`src/rpg_pkg.sv`:
```
package rpg_pkg;
  // register offsets (byte addresses on the plain port)
  localparam logic [3:0] OFS_CLOCK_GATING = 4'h0;
  localparam logic [3:0] OFS_RESET_FLAGS  = 4'h1;
  localparam logic [3:0] OFS_SLEEP_CTRL   = 4'h2;
  localparam logic [3:0] OFS_ANALOG_CTRL  = 4'h3;
  localparam logic [3:0] OFS_STATUS       = 4'h4;
  // clock gating field positions
  localparam int GATE_CONVERTER_BIT  = 0;
  localparam int GATE_UART_ZERO_BIT  = 1;
  localparam int GATE_SERIAL_BIT     = 2;
  localparam int GATE_TIMER_ZERO_BIT = 3;
  localparam int GATE_TIMER_ONE_BIT  = 4;
  localparam int GATE_STAGE_ZERO_BIT = 5;
  localparam int GATE_STAGE_ONE_BIT  = 6;
  localparam int GATE_STAGE_TWO_BIT  = 7;
  localparam logic [7:0] CLOCK_GATING_RESET = 8'h00;
  // reset flag positions
  localparam int FLAG_SUPPLY_BIT   = 0;
  localparam int FLAG_EXTERNAL_BIT = 1;
  localparam int FLAG_BROWNOUT_BIT = 2;
  localparam int FLAG_WATCHDOG_BIT = 3;
  localparam logic [3:0] RESET_FLAGS_RESET = 4'h0;
  // sleep control: bit0 sleep active, bits 3:1 mode
  localparam int SLEEP_ACTIVE_BIT = 0;
  localparam logic [3:0] SLEEP_CTRL_RESET = 4'h0;
  // analog control: bit0 converter enable, bit1 comparator enable,
  // bit2 comparator on reference, bit3 watchdog enable
  localparam int CONV_EN_BIT  = 0;
  localparam int COMP_EN_BIT  = 1;
  localparam int COMP_REF_BIT = 2;
  localparam int WDOG_EN_BIT  = 3;
  localparam logic [3:0] ANALOG_CTRL_RESET = 4'h0;
  // brown-out fuse code meaning disabled
  localparam logic [2:0] BROWNOUT_OFF_CODE = 3'h7;
  // reset stretch time-out
  localparam int CLK_MHZ       = 10;
  localparam int TIMEOUT_US    = 65;
  localparam int TIMEOUT_CYC   = TIMEOUT_US * CLK_MHZ;
  localparam int CNT_W         = 16;

  typedef enum logic [2:0] {
    RPG_MODE_IDLE    = 3'h0,
    RPG_MODE_NOISE   = 3'h1,
    RPG_MODE_PWRDOWN = 3'h2,
    RPG_MODE_STANDBY = 3'h6
  } rpg_mode_t;

  typedef enum logic [1:0] {
    RPG_ST_HOLD    = 2'h0,
    RPG_ST_STRETCH = 2'h1,
    RPG_ST_RUN     = 2'h2
  } rpg_state_t;
endpackage

```
`src/rpg_reset_power_control.sv`:
```
// Our own choices: strobed register access and the register addresses.
`timescale 1ns/100ps
// Summary of operation
// RULE1: bit 3 gates timer zero power; running timer keeps behaving the same.
// RULE2: bit 2 stops serial peripheral clock; software reinitialises afterwards.
// RULE3: bit 1 stops UART clock; software reinitialises after re-enabling.
// RULE4: bit 0 stops converter clock; software disables converter first.
// RULE5: comparator cannot use converter input mux while converter clock gated.
// RULE6: enabled converter stays on in sleep; re-enable forces extended conversion.
// RULE7: comparator auto-off in deep sleep unless it uses the reference.
// RULE8: fuse-enabled brown-out detector stays active in every sleep mode.
// RULE9: reference on only when brown-out, comparator or converter need it; code also powers it whenever comparator is on, reference bit or not.
// RULE10: enabled watchdog keeps running in every sleep mode.
// RULE11: digital inputs off when I/O and converter clocks stop, wake pins kept.
// RULE12: debug fuse keeps main clock source running during sleep.
// RULE13: reset loads initial register values, then start at reset vector.
// RULE14: I/O ports reset immediately by any source, without clock; watchdog reset does not drive io_reset_n.
// RULE15: delay counter stretches internal reset after all sources inactive.
// RULE16: internal reset combines supply, pin, watchdog and brown-out sources.
// RULE17: watchdog reset only when watchdog enabled and period expired.
// RULE18: brown-out reset only while detector enabled and supply low.
// RULE19: supply-on reset held while supply low, reasserted without delay.
// RULE20: long low pin pulse resets without clock; other party holds it long.
// RULE21: pin rising starts delay counter; release after time-out.
// RULE22: bits 7..5 gate power stages, bit 4 timer one; all reset zero.
// RULE23: per-source reset flags; supply reset clears others; writing zero clears.
// RULE24: delay counter on free-running clock; terminal count is a parameter.
module rpg_reset_power_control
  import rpg_pkg::*;
#(
  parameter int TIMEOUT_CYCLES = TIMEOUT_CYC
) (
  input  wire logic       clk,               // free-running reset clock
  input  wire logic       rstn,              // async reset, active low
  input  wire logic       clk_en,            // freezes state when low
  input  wire logic [3:0] addr,              // register address
  input  wire logic [7:0] wdata,             // write data
  input  wire logic       wr,                // write strobe
  input  wire logic       rd,                // read strobe
  output logic      [7:0] rdata,             // read data, cycle after rd
  input  wire logic       supply_low,        // supply below on-reset threshold
  input  wire logic       reset_pin_n,       // external reset pin, active low
  input  wire logic       watchdog_expired,  // watchdog period expired pulse
  input  wire logic       supply_below_bot,  // brown-out comparator output
  input  wire logic [2:0] brownout_level_fuses, // brown-out level fuses
  input  wire logic       debug_enable_fuse, // on-chip debug fuse
  input  wire logic       wake_pin_needed,   // some pins watch wake-up
  output logic            io_reset_n,        // immediate port reset, active low
  output logic            core_reset_n,      // stretched internal reset
  output logic            cpu_clk_en,        // cpu clock enable
  output logic            io_clk_en,         // I/O clock enable
  output logic            conv_clk_en,       // converter clock enable
  output logic            timer0_clk_en,     // timer zero clock enable
  output logic            timer1_clk_en,     // timer one clock enable
  output logic            serial_clk_en,     // serial peripheral clock enable
  output logic            uart0_clk_en,      // uart clock enable
  output logic [2:0]      stage_clk_en,      // power stage clock enables
  output logic            comp_mux_allow,    // comparator may use converter mux
  output logic            conv_active,       // converter powered
  output logic            conv_extended,     // next conversion is extended
  output logic            comp_active,       // comparator powered
  output logic            ref_active,        // internal reference powered
  output logic            brownout_active,   // brown-out detector powered
  output logic            watchdog_active,   // watchdog running
  output logic            input_buf_en,      // general digital inputs on
  output logic            wake_buf_en,       // wake-up pin inputs on
  output logic            main_osc_en        // main oscillator running
);

  typedef struct packed {
    logic [1:0] pin_sync;
    logic [1:0] sup_sync;
    logic [1:0] bot_sync;
    rpg_state_t st;
    logic [CNT_W-1:0] cnt;
    logic [7:0] gating;
    logic [3:0] flags;
    logic [3:0] sleep;
    logic [3:0] analog;
    logic       conv_was_on;
    logic       conv_ext;
    logic [7:0] rdata;
  } rpg_state_s_t;

  rpg_state_s_t r;
  rpg_state_s_t next_r;

  logic       pin_low;
  logic       sup_low;
  logic       bot_low;
  logic       bod_en;
  logic       wdog_rst;
  logic       bod_rst;
  logic       any_src;
  logic       sleeping;
  rpg_mode_t  mode;
  logic       deep;
  logic       conv_on;
  logic       comp_on;

  function automatic logic [CNT_W-1:0] term_count(input int cycles);
    term_count = (cycles > 1) ? CNT_W'(cycles - 1) : '0;
  endfunction

  assign pin_low = ~r.pin_sync[1];
  assign sup_low = r.sup_sync[1];
  assign bot_low = r.bot_sync[1];
  assign bod_en  = (brownout_level_fuses != BROWNOUT_OFF_CODE);
  // RULE17 watchdog qualified
  assign wdog_rst = watchdog_expired & r.analog[WDOG_EN_BIT];
  // RULE18 brownout qualified
  assign bod_rst = bod_en & bot_low;
  // RULE16 source combine
  assign any_src = sup_low | pin_low | wdog_rst | bod_rst;

  // RULE14 async port reset
  // RULE19 no delay reassert
  // RULE20 clockless pin reset
  assign io_reset_n = rstn & reset_pin_n & ~supply_low & ~(bod_en & supply_below_bot);
  // RULE13 held until release
  assign core_reset_n = (r.st == RPG_ST_RUN);

  assign sleeping = r.sleep[SLEEP_ACTIVE_BIT];
  assign mode     = rpg_mode_t'(r.sleep[3:1]);
  assign deep     = sleeping & (mode != RPG_MODE_IDLE) & (mode != RPG_MODE_NOISE);

  // RULE6 converter stays on in sleep
  assign conv_on = r.analog[CONV_EN_BIT];
  // RULE7 comparator auto-off
  assign comp_on = r.analog[COMP_EN_BIT] & (~deep | r.analog[COMP_REF_BIT]);

  always_comb begin
    next_r = r;
    // synchronisers: first stage read only by second
    next_r.pin_sync = {r.pin_sync[0], reset_pin_n};
    next_r.sup_sync = {r.sup_sync[0], supply_low};
    next_r.bot_sync = {r.bot_sync[0], supply_below_bot};
    // RULE15 delay stretch
    // RULE21 count after release
    // RULE24 parameter terminal count
    unique case (r.st)
      RPG_ST_HOLD: begin
        next_r.cnt = '0;
        if (!any_src) begin
          next_r.st = RPG_ST_STRETCH;
        end
      end
      RPG_ST_STRETCH: begin
        if (any_src) begin
          next_r.st  = RPG_ST_HOLD;
          next_r.cnt = '0;
        end else if (r.cnt >= term_count(TIMEOUT_CYCLES)) begin
          next_r.st = RPG_ST_RUN;
        end else begin
          next_r.cnt = r.cnt + 1'b1;
        end
      end
      RPG_ST_RUN: begin
        if (any_src) begin
          next_r.st = RPG_ST_HOLD;
        end
      end
      default: begin
        next_r.st = RPG_ST_HOLD;
      end
    endcase
    // RULE13 initial register values
    if (any_src) begin
      next_r.gating = CLOCK_GATING_RESET;
      next_r.sleep  = SLEEP_CTRL_RESET;
      next_r.analog = ANALOG_CTRL_RESET;
    end else if (wr && core_reset_n) begin
      unique case (addr)
        OFS_CLOCK_GATING: next_r.gating = wdata;
        OFS_SLEEP_CTRL:   next_r.sleep  = wdata[3:0];
        OFS_ANALOG_CTRL:  next_r.analog = wdata[3:0];
        default: ;
      endcase
    end
    // RULE23 writing zero clears
    if (wr && core_reset_n && addr == OFS_RESET_FLAGS) begin
      next_r.flags = r.flags & wdata[3:0];
    end
    // RULE23 set wins over clear
    if (sup_low) begin
      next_r.flags = 4'h1;
    end else begin
      if (pin_low) begin
        next_r.flags[FLAG_EXTERNAL_BIT] = 1'b1;
      end
      if (wdog_rst) begin
        next_r.flags[FLAG_WATCHDOG_BIT] = 1'b1;
      end
      if (bod_rst) begin
        next_r.flags[FLAG_BROWNOUT_BIT] = 1'b1;
      end
    end
    // RULE6 extended after re-enable
    next_r.conv_was_on = conv_on;
    if (conv_on && !r.conv_was_on) begin
      next_r.conv_ext = 1'b1;
    end else if (!conv_on) begin
      next_r.conv_ext = 1'b0;
    end
    next_r.rdata = 8'h00;
    if (rd) begin
      unique case (addr)
        OFS_CLOCK_GATING: next_r.rdata = r.gating;
        OFS_RESET_FLAGS:  next_r.rdata = {4'h0, r.flags};
        OFS_SLEEP_CTRL:   next_r.rdata = {4'h0, r.sleep};
        OFS_ANALOG_CTRL:  next_r.rdata = {4'h0, r.analog};
        OFS_STATUS:       next_r.rdata = {4'h0, ref_active, comp_on, conv_on, r.conv_ext};
        default:          next_r.rdata = 8'h00;
      endcase
    end
  end

  always_ff @(posedge clk or negedge rstn) begin
    if (!rstn) begin
      r          <= '0;
      // pin idles high; no false external reset after release
      r.pin_sync <= 2'h3;
      r.st       <= RPG_ST_HOLD;
      r.flags    <= RESET_FLAGS_RESET;
    end else if (clk_en) begin
      r <= next_r;
    end
  end

  assign rdata = r.rdata;

  // RULE22 stages and timer one
  // RULE1 timer zero gating
  // RULE2 serial clock gate
  // RULE3 uart clock gate
  // RULE4 converter clock gate
  genvar g;
  generate
    for (g = 0; g < 3; g++) begin : g_stage
      assign stage_clk_en[g] = ~r.gating[GATE_STAGE_ZERO_BIT + g] & ~deep;
    end
  endgenerate
  assign timer0_clk_en = ~r.gating[GATE_TIMER_ZERO_BIT] & ~deep;
  assign timer1_clk_en = ~r.gating[GATE_TIMER_ONE_BIT] & ~deep;
  assign serial_clk_en = ~r.gating[GATE_SERIAL_BIT] & io_clk_en;
  assign uart0_clk_en  = ~r.gating[GATE_UART_ZERO_BIT] & io_clk_en;
  assign conv_clk_en   = ~r.gating[GATE_CONVERTER_BIT] & ~deep;
  assign cpu_clk_en    = ~sleeping;
  assign io_clk_en     = ~sleeping | (mode == RPG_MODE_IDLE);

  // RULE5 mux blocked when gated
  assign comp_mux_allow = conv_clk_en;
  assign conv_active    = conv_on;
  assign conv_extended  = r.conv_ext;
  assign comp_active    = comp_on;
  // RULE8 brownout always on
  assign brownout_active = bod_en;
  // RULE9 reference on demand
  assign ref_active = bod_en | comp_on | conv_on;
  // RULE10 watchdog runs in sleep
  assign watchdog_active = r.analog[WDOG_EN_BIT];
  // RULE11 input buffers off
  assign input_buf_en = io_clk_en | conv_clk_en;
  assign wake_buf_en  = input_buf_en | wake_pin_needed;
  // RULE12 debug keeps oscillator
  assign main_osc_en = debug_enable_fuse | ~deep | (mode == RPG_MODE_STANDBY);

endmodule // rpg_reset_power_control

```
`config.mk`:
```
export PLATFORM = sky130hd
export DESIGN_NAME = rpg_reset_power_control
export DESIGN_NICKNAME = d
export VERILOG_FILES = /design/src/rpg_pkg.sv /design/src/rpg_reset_power_control.sv
export SDC_FILE = /design/constraint.sdc
export NUM_CORES = 1
export LEC_CHECK = 0
export BUFFER_PORTS_ARGS = -buffer_cell sky130_fd_sc_hd__buf_2
export CAP_MARGIN = 20
export CORE_MARGIN = 10
export CORE_UTILIZATION = 40
export DETAILED_ROUTE_END_ITERATION = 6
export PLACE_DENSITY = 0.63
export SETUP_SLACK_MARGIN = 0.5
export SLEW_MARGIN = 40
export SYNTH_ARGS = -nofsm -noshare
export SYNTH_HDL_FRONTEND = slang
export SYNTH_SLANG_ARGS = --single-unit
export TNS_END_PERCENT = 1
```
`constraint.sdc`:
```
create_clock -name clk -period 3.9 [get_ports clk]
set_input_delay 0.39 -clock clk [delete_from_list [all_inputs] [get_ports clk]]
set_output_delay 0.39 -clock clk [all_outputs]
set_load 0.02 [all_outputs]
```
==> summary.md, run 1 <==
| Metric | Value |
|---|---|
| Outcome | `finished clean` |
| DP HPWL | `4.64 mm` |
| Fin nets | `327` |
| Syn. warnings | `0` |
| Initial DRC Count | `79` |
| CTS root buf | `clkbuf_8` |
| Slowest stage cell, crit path | `a2111oi_2` |
| Crit path buf inv count | `1` |
| Worst setup EP type | `flop` |
| Crit-path max cell delay | `0.50 ns` |
| Ranking of synthesized cells by area | `dfrtp_1 (48%), mux2_2 (8.3%), o21ai_0 (3.3%)` |
| Initial antenna violation count | `0` |
| Post-synth top area share | `47.7%` |
| Area growth, synth to finish | `14.6%` |
| Die Ht | `103 um` |
| GP Congestion | `0.807` |
| Total Routing Usage GR | `12.2%` |
| Pleak | `1.40 nW` |
| #FFs+latches synth | `54` |
| Drt first pass iters | `4` |
| Starting Density | `40.6%` |
| Antenna diode count | `0` |
| RSZ-0062 raised after global routing | `no` |
| CTS Buf Count | `5` |
| Pwr Density | `386 nW/um2` |
| Final setup TNS | `0 ns` |
| Fin. max-slew vios | `0` |
| Yosys top cell by area | `dfrtp_1` |
| Number of vias per cell | `5.36` |
| Sequential area share after synthesis | `49.6%` |
| Vias in the first global route | `2024` |
| Peak VDD IR | `0.000225 V` |
| Worst Path Required | `4.10 ns` |
| Startpoint Class | `flop` |
| Max cap viols | `0` |
| Cells after synthesis | `252` |
| Vias | `2031` |
| Commonest cells after routing, fill and taps aside | `buf_2 (55), dfrtp_1 (52), nand2_1 (20), mux2_2 (20)` |
| Total die area | `10500 um2` |
| CTS clk-pin slew, worst paths | `0.10 ns` |
| Slew margin rel. | `52.0%` |
| H-tree levels | `2` |
| # setup viols final | `0` |
| Top Family by Delay on Critical Path | `compound AO/OA/AOI/OAI gates` |
| First-pass GRT wire length | `10.2 mm` |
| Netlist Area Pre-Place | `2730 um2` |
| Post_cts resized | `0` |
| PnR Total Power | `1.21 mW` |
| Setup Skew | `0.0136 ns` |
| Clock latency at the later pin of the worst-skew pair | `0.31 ns` |
| Commonest non-fill, non-tap cell in the layout | `buf_2` |
| Remaining antenna violation count | `0` |
| Worst path cell trace | `inv_1 > ha_1 > or3b_1 > a2111oi_2 > o21ai_2 > a311o_1 > mux2_2` |
| Peak Freq | `386 MHz` |
| Yosys cell types | `46` |
| WL/cell | `16.7 um` |
| Pin count of the biggest net entering global routing | `55` |
| Maximum clock insertion buffer count | `2` |
| WS Path Type | `reg -> reg` |
| Port Buf Inserts | `55` |
| Core area | `6720 um2` |
| Cell depth of the worst flop-to-flop path | `7` |
| Worst endpoint data arrival time | `2.79 ns` |
| Min Tclk post-route | `2.59 ns` |
| WL final | `6.32 mm` |
| Layout fillers | `647` |
| Syn_nets | `281` |
| Crit path depth | `7` |
| Syn Area/Cell | `10.8 um2` |
| R2R setup slack | `1.31 ns` |
| CTS sink cnt | `54` |
| Post-route DRC | `0` |
| Number of primary I/O pins | `56` |
| Rows | `30` |
| Chip width | `103 um` |
| Hold_buf cts | `0` |
| Final Cycle Share | `66.4%` |
| Worst Hold Class | `in -> async` |
| Worst slew pin tran | `0.713 ns` |
| GRT overflow | `0` |
| TritonCTS clock tree | `done` |
| # Post-CTS Setup Buffers | `0` |
| Crit Path Max Fanout | `15` |
| Final Hold Viols | `0` |
| Layout cells sized above 1 | `32.1%` |
stage by stage:
step	instances	utilization (%)	worst slack (ns)	hold WS, ns	instance area (um2)
floorplan	252	-	1.61	0.0944	2730
finish	379	46.6	1.31	0.219	3130
global route	379	46.6	1.15	0.281	3130
CTS	379	46.6	1.29	0.256	3130
detailed placement	371	45.0	1.30	0.472	3020
global placement	371	44.9	1.41	0.471	3020
report_power, final:
| group | total (mW) | internal [mW] | switching, mW |
|---|---|---|---|
| clock | 0.380 | 0.193 | 0.187 |
| sequential | 0.633 | 0.598 | 0.0355 |
| combinational | 0.194 | 0.0815 | 0.112 |
sequential cells by signal (all words and copies together) (netlist names):
register         cells
conv_active          1
watchdog_active      1
rdata                8
next_r               3
mode                 3
bot_low              1
conv_extended        1
r                   36
layer usage:
metal  part of all wire [%]  vias to the layer above  global-route usage (%)
li1                       -                      995                       -
met1                     49                      991                    16.4
met2                     46                       38                    18.8
met3                    4.1                        7                    2.55
met4                    1.4                        0                    4.88
met5                      0                        -                       0
cell usage after synthesis (all sizes together):
cell	n
o31ai	1
or3b	1
o211ai	2
nand3b	4
a21oi	8
a211oi	5
nand4	2
and2	6
buf	12
nor4b	1
o21ai	19
nand4b	1
mux4	4
nand2	20
a31oi	5
or4	3
nand3	2
nor3	3
inv	7
a221oi	1
nor2	18
dfstp	2
nor2b	9
o21a	1
or3	5
a2111oi	2
or2	1
nand2b	3
nor4	1
o22a	1
ha	3
a221o	2
a311o	2
mux2	20
dfrtp	52
and3	3
clkbuf	7
nor3b	1
o2bb2ai	3
or2b	1
xor2	2
a22o	6
area by class of cell:
| type | count | area (um2) | area share (%) |
|---|---|---|---|
| inverters | 7 | 26.3 | 0.840 |
| clock inverters | 1 | 30.0 | 0.960 |
| multi-input cells | 172 | 1240 | 39.8 |
| clock buffers | 7 | 76.3 | 2.44 |
| well taps | 80 | 100 | 3.20 |
| flip-flops and latches | 54 | 1350 | 43.3 |
| repair buffers | 58 | 298 | 9.52 |
kinds of logic (layout without fill, tap and decap cells):
group                      Yosys count  after routing  synth area share [%]
muxes                               24             24                  11.6
xor gates and xnor gates             2              2                 0.642
adders and majority gates            3              3                  1.38
AOI/OAI and AO/OA                   58             58                  15.3
and+or+nand+nor                     85             85                  16.6
buffers and inverters               26             73                  4.95
DFF                                 54             54                  49.6
worst paths after layout:
| path | startpoint | end |
|---|---|---|
| hold reg to reg | rdata[2] | rdata[2] |
| max in group asynchronous | rstn | conv_extended |
| setup reg to reg | r[30] | r[30] |
| hold / removal | rstn | r[21] |
| min in group clk | wdata[6] | r[28] |
| setup / recovery | r[30] | r[30] |
worst register-to-register path, cell delays in order, from the launching register on:
cell	delay [ns]
dfrtp_1	0.41
inv_1	0.11
ha_1	0.14
or3b_1	0.36
a2111oi_2	0.50
o21ai_2	0.24
a311o_1	0.44
mux2_2	0.28
Power figures use the tool's default switching activity.
==> run 2, diff against run 1 <==
--- a/config.mk
+++ b/config.mk
@@ -5,12 +5,13 @@
 export SDC_FILE = /design/constraint.sdc
 export NUM_CORES = 1
 export LEC_CHECK = 0
+export ABC_AREA = 1
 export BUFFER_PORTS_ARGS = -buffer_cell sky130_fd_sc_hd__buf_2
 export CAP_MARGIN = 20
 export CORE_MARGIN = 10
 export CORE_UTILIZATION = 40
 export DETAILED_ROUTE_END_ITERATION = 6
-export PLACE_DENSITY = 0.63
+export PLACE_DENSITY = 0.65
 export SETUP_SLACK_MARGIN = 0.5
 export SLEW_MARGIN = 40
 export SYNTH_ARGS = -nofsm -noshare
==> constraint.sdc (replaced) <==
create_clock -name clk -period 2.2 [get_ports clk]
set_input_delay 0.22 -clock clk [delete_from_list [all_inputs] [get_ports clk]]
set_output_delay 0.22 -clock clk [all_outputs]
set_load 0.02 [all_outputs]
==> run 2 against run 1 <==
Synthesized cell count up 63%. Total power up 78%. Worst setup slack worse by 0.80 ns. Final area up 12%. Die area up 9.4%. Global-route usage up 1.2 points. Final cell count up 48%. Wire length up 20%. Clock-buffer cell count down 1. Via count up 33%. Critical path type is now reg -> out.
==> summary.md, run 2 <==
| Metric | Value |
|---|---|
| Core Util, Final | `47.9% (+1.3 points)` |
| Number of primary I/O pins | `56 (unchanged)` |
| Post-route DRC | `0 (unchanged)` |
| Outcome | `finished clean` |
| Top reg by flops | `r` |
| Layout cells sized above 1 | `24.0% (-8.1 points)` |
| Total die area | `11500 um2 (+9.4%)` |
| Worst path cell trace | `o21ai_2 > inv_2 > o21ai_2 > or2_4 > buf_6` |
| Post-synth EDFFs | `0 (unchanged)` |
| Vias | `2708 (+33%)` |
| Post-synth top area share | `42.7% (-5.0 points)` |
| # setup viols final | `0 (unchanged)` |
| Syn. warnings | `0 (unchanged)` |
| Hold WS | `0.0872 ns (-0.132 ns)` |
| Yosys top cell by area | `dfrtp_1` |
| Wire length on met1 | `3.33 mm (+7.7%)` |
| Commonest cells post-synth | `nand2_1 (149), dfrtp_1 (52), inv_1 (38)` |
| Worst Hold Class | `in -> async` |
| CTS clk-pin slew, worst paths | `0.10 ns (about the same)` |
| Pleak | `1.79 nW (+28%)` |
| Initial DRC Count | `136 (+72%)` |
| WS Path Type | `reg -> out` |
| WL/cell | `13.5 um (-19%)` |
| Rows | `31 (+3.3%)` |
| Top Family by Delay on Critical Path | `flip-flops` |
| Netlist Area Pre-Place | `3050 um2 (+12%)` |
| Peak Freq | `592 MHz` |
| Remaining antenna violation count | `0 (unchanged)` |
| Max cap viols | `0 (unchanged)` |
| Commonest non-fill, non-tap cell in the layout | `nand2_1` |
| Area growth, synth to finish | `15.1%` |
| Drt first pass iters | `4 (unchanged)` |
| Starting Density | `41.6% (+0.96 points)` |
| GRT overflow | `0 (unchanged)` |
| Pwr Density | `611 nW/um2 (+58%)` |
| Crit Path Max Fanout | `7 (-8)` |
| Setup WS post-layout | `0.511 ns (-0.801 ns)` |
| Yosys cell types | `33 (-28%)` |
| Top layer in use | `met4` |
| CTS root buf | `clkbuf_8` |
| Pin count of the biggest net entering global routing | `55 (unchanged)` |
| Port Buf Inserts | `55 (unchanged)` |
| Critical Path Most Common Cell | `o21ai_2` |
| Final setup TNS | `0 ns (unchanged)` |
| Total Routing Usage GR | `13.4% (+1.2 points)` |
| Core area | `7330 um2 (+9.1%)` |
| #FFs+latches synth | `54 (unchanged)` |
| Peak VDD IR | `0.000349 V (+55%)` |
| Chip width | `107 um (+4.6%)` |
| Inst Count DP | `549 (+48%)` |
| Worst r2r src | `r[53]` |
| Syn_nets | `441 (+57%)` |
| Count leader, synth | `nand2_1` |
| Fin area | `3510 um2 (+12%)` |
| Vias in the first global route | `2713 (+34%)` |
| WL final | `7.56 mm (+20%)` |
| Fin. max-slew vios | `0 (unchanged)` |
| Final Non-Filler Cells | `562 (+48%)` |
| Die Ht | `107 um (+4.6%)` |
| Sequential area share after synthesis | `44.4% (-5.2 points)` |
| Placed cell areas | `3330 um2 (+10%)` |
| Wire length on met2 | `3.77 mm (+31%)` |
| Clock latency at the later pin of the worst-skew pair | `0.31 ns (about the same)` |
| Cells after synthesis | `412 (+63%)` |
| Final Cycle Share | `76.8%` |
| Ranking of synthesized cells by area | `dfrtp_1 (43%), nand2_1 (18%), inv_1 (4.7%)` |
| Antenna diode count | `0 (unchanged)` |
| Worst Path Required | `1.98 ns (-2.12 ns)` |
| Fin nets | `491 (+50%)` |
| Slowest stage cell, crit path | `dfrtp_1` |
| Worst endpoint data arrival time | `1.47 ns (-1.32 ns)` |
| PnR Total Power | `2.14 mW (+78%)` |
| RSZ-0062 raised after global routing | `yes` |
| GP Congestion | `0.850 (+5.4%)` |
| Worst Setup SP | `mode[2]` |
| Min Tclk post-route | `1.69 ns` |
| Syn Area/Cell | `7.40 um2 (-32%)` |
| Met3 wire length | `386 um (+50%)` |
| Crit path buf inv count | `2 (+1)` |
| Post-synth top flop | `dfrtp_1` |
| Maximum clock insertion buffer count | `2 (unchanged)` |
| Setup Skew | `0.0101 ns (-0.00352 ns)` |
| Worst setup EP type | `primary output` |
| DP HPWL | `5.64 mm (+21%)` |
| Number of vias per cell | `4.82 (-10%)` |
| Final Hold Viols | `0 (unchanged)` |
| TritonCTS clock tree | `done` |
| Worst slew pin tran | `0.696 ns (-0.0171 ns)` |
| Commonest cells after routing, fill and taps aside | `nand2_1 (148), buf_2 (54), dfrtp_1 (52), nor2_1 (36), inv_1 (35)` |
| Slew margin rel. | `53.6% (+1.6 points)` |
| H-tree levels | `2 (unchanged)` |
| First-pass GRT wire length | `12.7 mm (+25%)` |
| Fraction of registers with async set/reset | `100% (unchanged)` |
| Pre-CTS WS | `0.572 ns (-0.732 ns)` |
| CTS sink cnt | `54 (unchanged)` |
| Startpoint Class | `flop` |
| Crit-path max cell delay | `0.44 ns (-0.06 ns)` |
| Max FFs per register | `36 (unchanged)` |
| Initial antenna violation count | `0 (unchanged)` |
| CTS Buf Count | `5 (unchanged)` |
-- run 2: changes by cell type in the layout (fill, tap and decap cells not counted), moves of 10 or more --
cell	before	now
mux2_2	20	0
o21ai_2	1	11
nand2_1	20	148
inv_1	7	35
nor2_1	18	36
nand3_1	2	28
-- run 2: worst paths after layout --
path | endpoint | slack (ns) | cells past startpoint
min | r[40] | 0.09 | 2
max reg2reg | r[25] | 0.59 | 8
max in group asynchronous | next_r[49] | 1.64 | 2
max | wake_buf_en | 0.51 | 5
min in group clk | next_r[53] | 0.12 | 3
min reg2reg | next_r[53] | 0.47 | 2
-- run 2: area by class of cell --
cell class	instances	area, um2
clock buffer	6	72.6
fill	746	3820
multi-input combinational	294	1410
clock inverter	2	37.5
inverter	45	174
sequential	54	1350
tap	99	124
timing repair buffer	62	334
-- run 2: worst register-to-register path, stage by stage (launching register included) --
cell and delay (ns):
dfstp_2 0.56, nand2_2 0.08, nor2_4 0.12, nand2_4 0.09, clkinv_4 0.15, o21ai_2 0.08
nand2_2 0.29, nand2_1 0.11, o21ai_2 0.07
-- run 2: timing repair --
| item | 4_1_cts | 5_1_grt |
|---|---|---|
| pin swaps | 1 | 1 |
| hold buffers | 0 | 0 |
| resized for setup | 10 | 2 |
| setup buffers | 4 | 1 |
| setup endpoints to repair | 11 | 24 |
-- run 2: where the power goes --
part / internal (mW) / switching [mW]
logic: 0.116 / 0.258
clock network: 0.340 / 0.330
registers: 1.05 / 0.0498
total: 1.51 / 0.637
-- run 2: kinds of logic after synthesis --
logic type | synth area share [%]
AOI/OAI and AO/OA | 9.85
DFF | 44.4
and+or+nand+nor | 33.8
xor gates and xnor gates | 0.575
buffers and inverters | 10.1
adders and majority gates | 1.23
-- run 2: metal layers --
layer | global-route usage, % | vias up
li1 | - | 1388
met1 | 16.6 | 1247
met2 | 22.9 | 66
met3 | 3.23 | 7
met4 | 3.19 | 0
met5 | 0 | -
==> run 3, diff against run 2 <==
--- a/config.mk
+++ b/config.mk
@@ -11,7 +11,7 @@
 export CORE_MARGIN = 10
 export CORE_UTILIZATION = 40
 export DETAILED_ROUTE_END_ITERATION = 6
-export PLACE_DENSITY = 0.65
+export PLACE_DENSITY = 0.63
 export SETUP_SLACK_MARGIN = 0.5
 export SLEW_MARGIN = 40
 export SYNTH_ARGS = -nofsm -noshare
==> constraint.sdc (replaced) <==
create_clock -name clk -period 1.59 [get_ports clk]
set_input_delay 0.159 -clock clk [delete_from_list [all_inputs] [get_ports clk]]
set_output_delay 0.159 -clock clk [all_outputs]
set_load 0.02 [all_outputs]
==> run 3 against run 2 <==
The run now ends with negative setup slack left. Die area unchanged. Worst hold slack worse by 0.084 ns. Wire length up 4.5%. Global-route usage up 0.61 points. Flip-flop and latch count unchanged. Register-to-register slack worse by 0.48 ns. Final area up 7.0%. Total power up 36%. Critical path type unchanged. Largest cell class unchanged.
==> summary.md, run 3 (synthesized netlist as in run 2, its figures left out) <==
| Metric | Value |
|---|---|
| Post-route DRC | `0 (unchanged)` |
| WL final | `7.90 mm (+4.5%)` |
| Worst endpoint data arrival time | `1.44 ns (-0.03 ns)` |
| PnR Total Power | `2.92 mW (+36%)` |
| Antenna diode count | `0 (unchanged)` |
| Initial DRC Count | `219 (+61%)` |
| RSZ-0062 raised after global routing | `yes` |
| Setup WS post-layout | `-0.0120 ns (-0.523 ns)` |
| Top reg by flops | `r` |
| DP HPWL | `5.81 mm (+3.1%)` |
| Worst slew pin tran | `0.696 ns (+0.000400 ns)` |
| Pin count of the biggest net entering global routing | `55 (unchanged)` |
| Vias in the first global route | `2724 (+0.41%)` |
| Core Util, Final | `51.2% (+3.4 points)` |
| Worst Hold Class | `in -> async` |
| Vias | `2801 (+3.4%)` |
| Final Cycle Share | `101%` |
| Slew margin rel. | `53.6% (about the same)` |
| Fin. max-slew vios | `0 (unchanged)` |
| Setup Skew | `0.00865 ns (-0.00145 ns)` |
| WL/cell | `13.8 um (+2.5%)` |
| GP Congestion | `0.893 (+5.1%)` |
| Clock latency at the later pin of the worst-skew pair | `0.31 ns (about the same)` |
| CTS clk-pin slew, worst paths | `0.11 ns (about the same)` |
| Commonest non-fill, non-tap cell in the layout | `nand2_1` |
| Port Buf Inserts | `55 (unchanged)` |
| Max FFs per register | `36 (unchanged)` |
| Fin area | `3750 um2 (+7.0%)` |
| Number of vias per cell | `4.89 (+1.4%)` |
| Peak VDD IR | `0.000313 V (-10%)` |
| Drt first pass iters | `4 (unchanged)` |
| Remaining antenna violation count | `0 (unchanged)` |
| Commonest cells after routing, fill and taps aside | `nand2_1 (135), dfrtp_1 (49), buf_2 (38), nor2_1 (32), inv_1 (31)` |
| Min Tclk post-route | `1.60 ns` |
| CTS root buf | `clkbuf_8` |
| Die Ht | `107 um (unchanged)` |
| Max cap viols | `0 (unchanged)` |
| Layout fillers | `706 (-5.4%)` |
| Layout cells sized above 1 | `32.9% (+8.9 points)` |
| Total Routing Usage GR | `14.1% (+0.61 points)` |
| GRT overflow | `0 (unchanged)` |
| Chip width | `107 um (unchanged)` |
| CTS Buf Count | `5 (unchanged)` |
| Area growth, synth to finish | `23.2%` |
| Final Hold Viols | `0 (unchanged)` |
| H-tree levels | `2 (unchanged)` |
| Final setup TNS | `-0.0120 ns (-0.0120 ns)` |
| Pwr Density | `777 nW/um2 (+27%)` |
| Startpoint Class | `flop` |
| Core area | `7330 um2 (unchanged)` |
| TritonCTS clock tree | `done` |
| First-pass GRT wire length | `13.3 mm (+4.4%)` |
| Rows | `31 (unchanged)` |
| Hold_buf cts | `0 (unchanged)` |
| Maximum clock insertion buffer count | `2 (unchanged)` |
| Total die area | `11500 um2 (unchanged)` |
| Worst setup EP type | `primary output` |
| Number of primary I/O pins | `56 (unchanged)` |
| Initial antenna violation count | `0 (unchanged)` |
| Worst Path Required | `1.43 ns (-0.55 ns)` |
| CTS sink cnt | `54 (unchanged)` |
| Fin nets | `502 (+2.2%)` |
| Placed cell areas | `3410 um2 (+2.6%)` |
| Crit Path Max Fanout | `3 (-4)` |
| # setup viols final | `1 (+1)` |
| Peak Freq | `624 MHz` |
| Violated checks | `negative setup slack` |
| Outcome | `finished with violations` |
| Pleak | `1.91 nW (+6.7%)` |
| Starting Density | `41.6% (unchanged)` |
| WS Path Type | `reg -> out` |
## run 3: cell count changes in the layout (fill, tap and decap cells not counted), sizes merged
cell / delta
nand3: +1
clkinv: +1
bufinv: -1
clkinvlp: -1
clkbuf: -1
buf: +10
inv: +2
## run 3: metal layers
metal	GRT usage (%)	wire length (um)	vias to the layer above
met4	4.55	117	0
met5	0	0	-
met3	3.47	476	8
li1	-	-	1419
met1	19.9	3810	1290
met2	20.4	3500	84
## run 3: area by class of cell
type                    count  area, um2  area share (%)
multi-input cells         295       1550            41.2
clock inverters             3       18.8           0.500
flip-flops and latches     54       1360            36.2
clock buffers               5       68.8            1.83
well taps                  99        124            3.30
repair buffers             72        460            12.3
inverters                  45        179            4.77
## run 3: path summary, 6_finish.rpt
path	startpoint	endpoint	slack [ns]	cells past startpoint
setup reg to reg	watchdog_active	r[31]	0.11	10
min in group clk	reset_pin_n	next_r[53]	0.06	3
hold reg to reg	next_r[53]	r[53]	0.47	2
hold / removal	rstn	r[45]	0.003	2
max in group asynchronous	rstn	watchdog_active	1.09	2
setup / recovery	mode[1]	wake_buf_en	-0.01	5
## run 3: critical path, stage by stage (launching register included)
cell	delay (ns)
dfrtp_1	0.42
inv_2	0.07
a31oi_4	0.20
o21ai_4	0.08
or2_4	0.23
buf_6	0.13
## run 3: power breakdown
| group | total [mW] | switching, mW | internal, mW |
|---|---|---|---|
| Sequential | 1.53 | 0.0718 | 1.45 |
| Clock | 0.789 | 0.477 | 0.312 |
| Combinational | 0.605 | 0.389 | 0.215 |
## run 3: through the flow
stage | setup slack, ns | cells | hold slack, ns
after floorplan | 0.194 | 412 | -0.137
after global routing | -0.0731 | 573 | 0.0621
final | -0.0120 | 573 | 0.00335
after global placement | 0.0957 | 557 | 0.377
after CTS | 0.00185 | 571 | 0.0472
after detailed placement | 0.0556 | 557 | 0.380
## run 3: timing repair
action / in CTS / in global routing
buffers inserted: 6 / 1
resized for setup: 12 / 60
gates cloned: 0 / 1
pin swaps: 1 / 28
setup endpoints to repair: 58 / 61
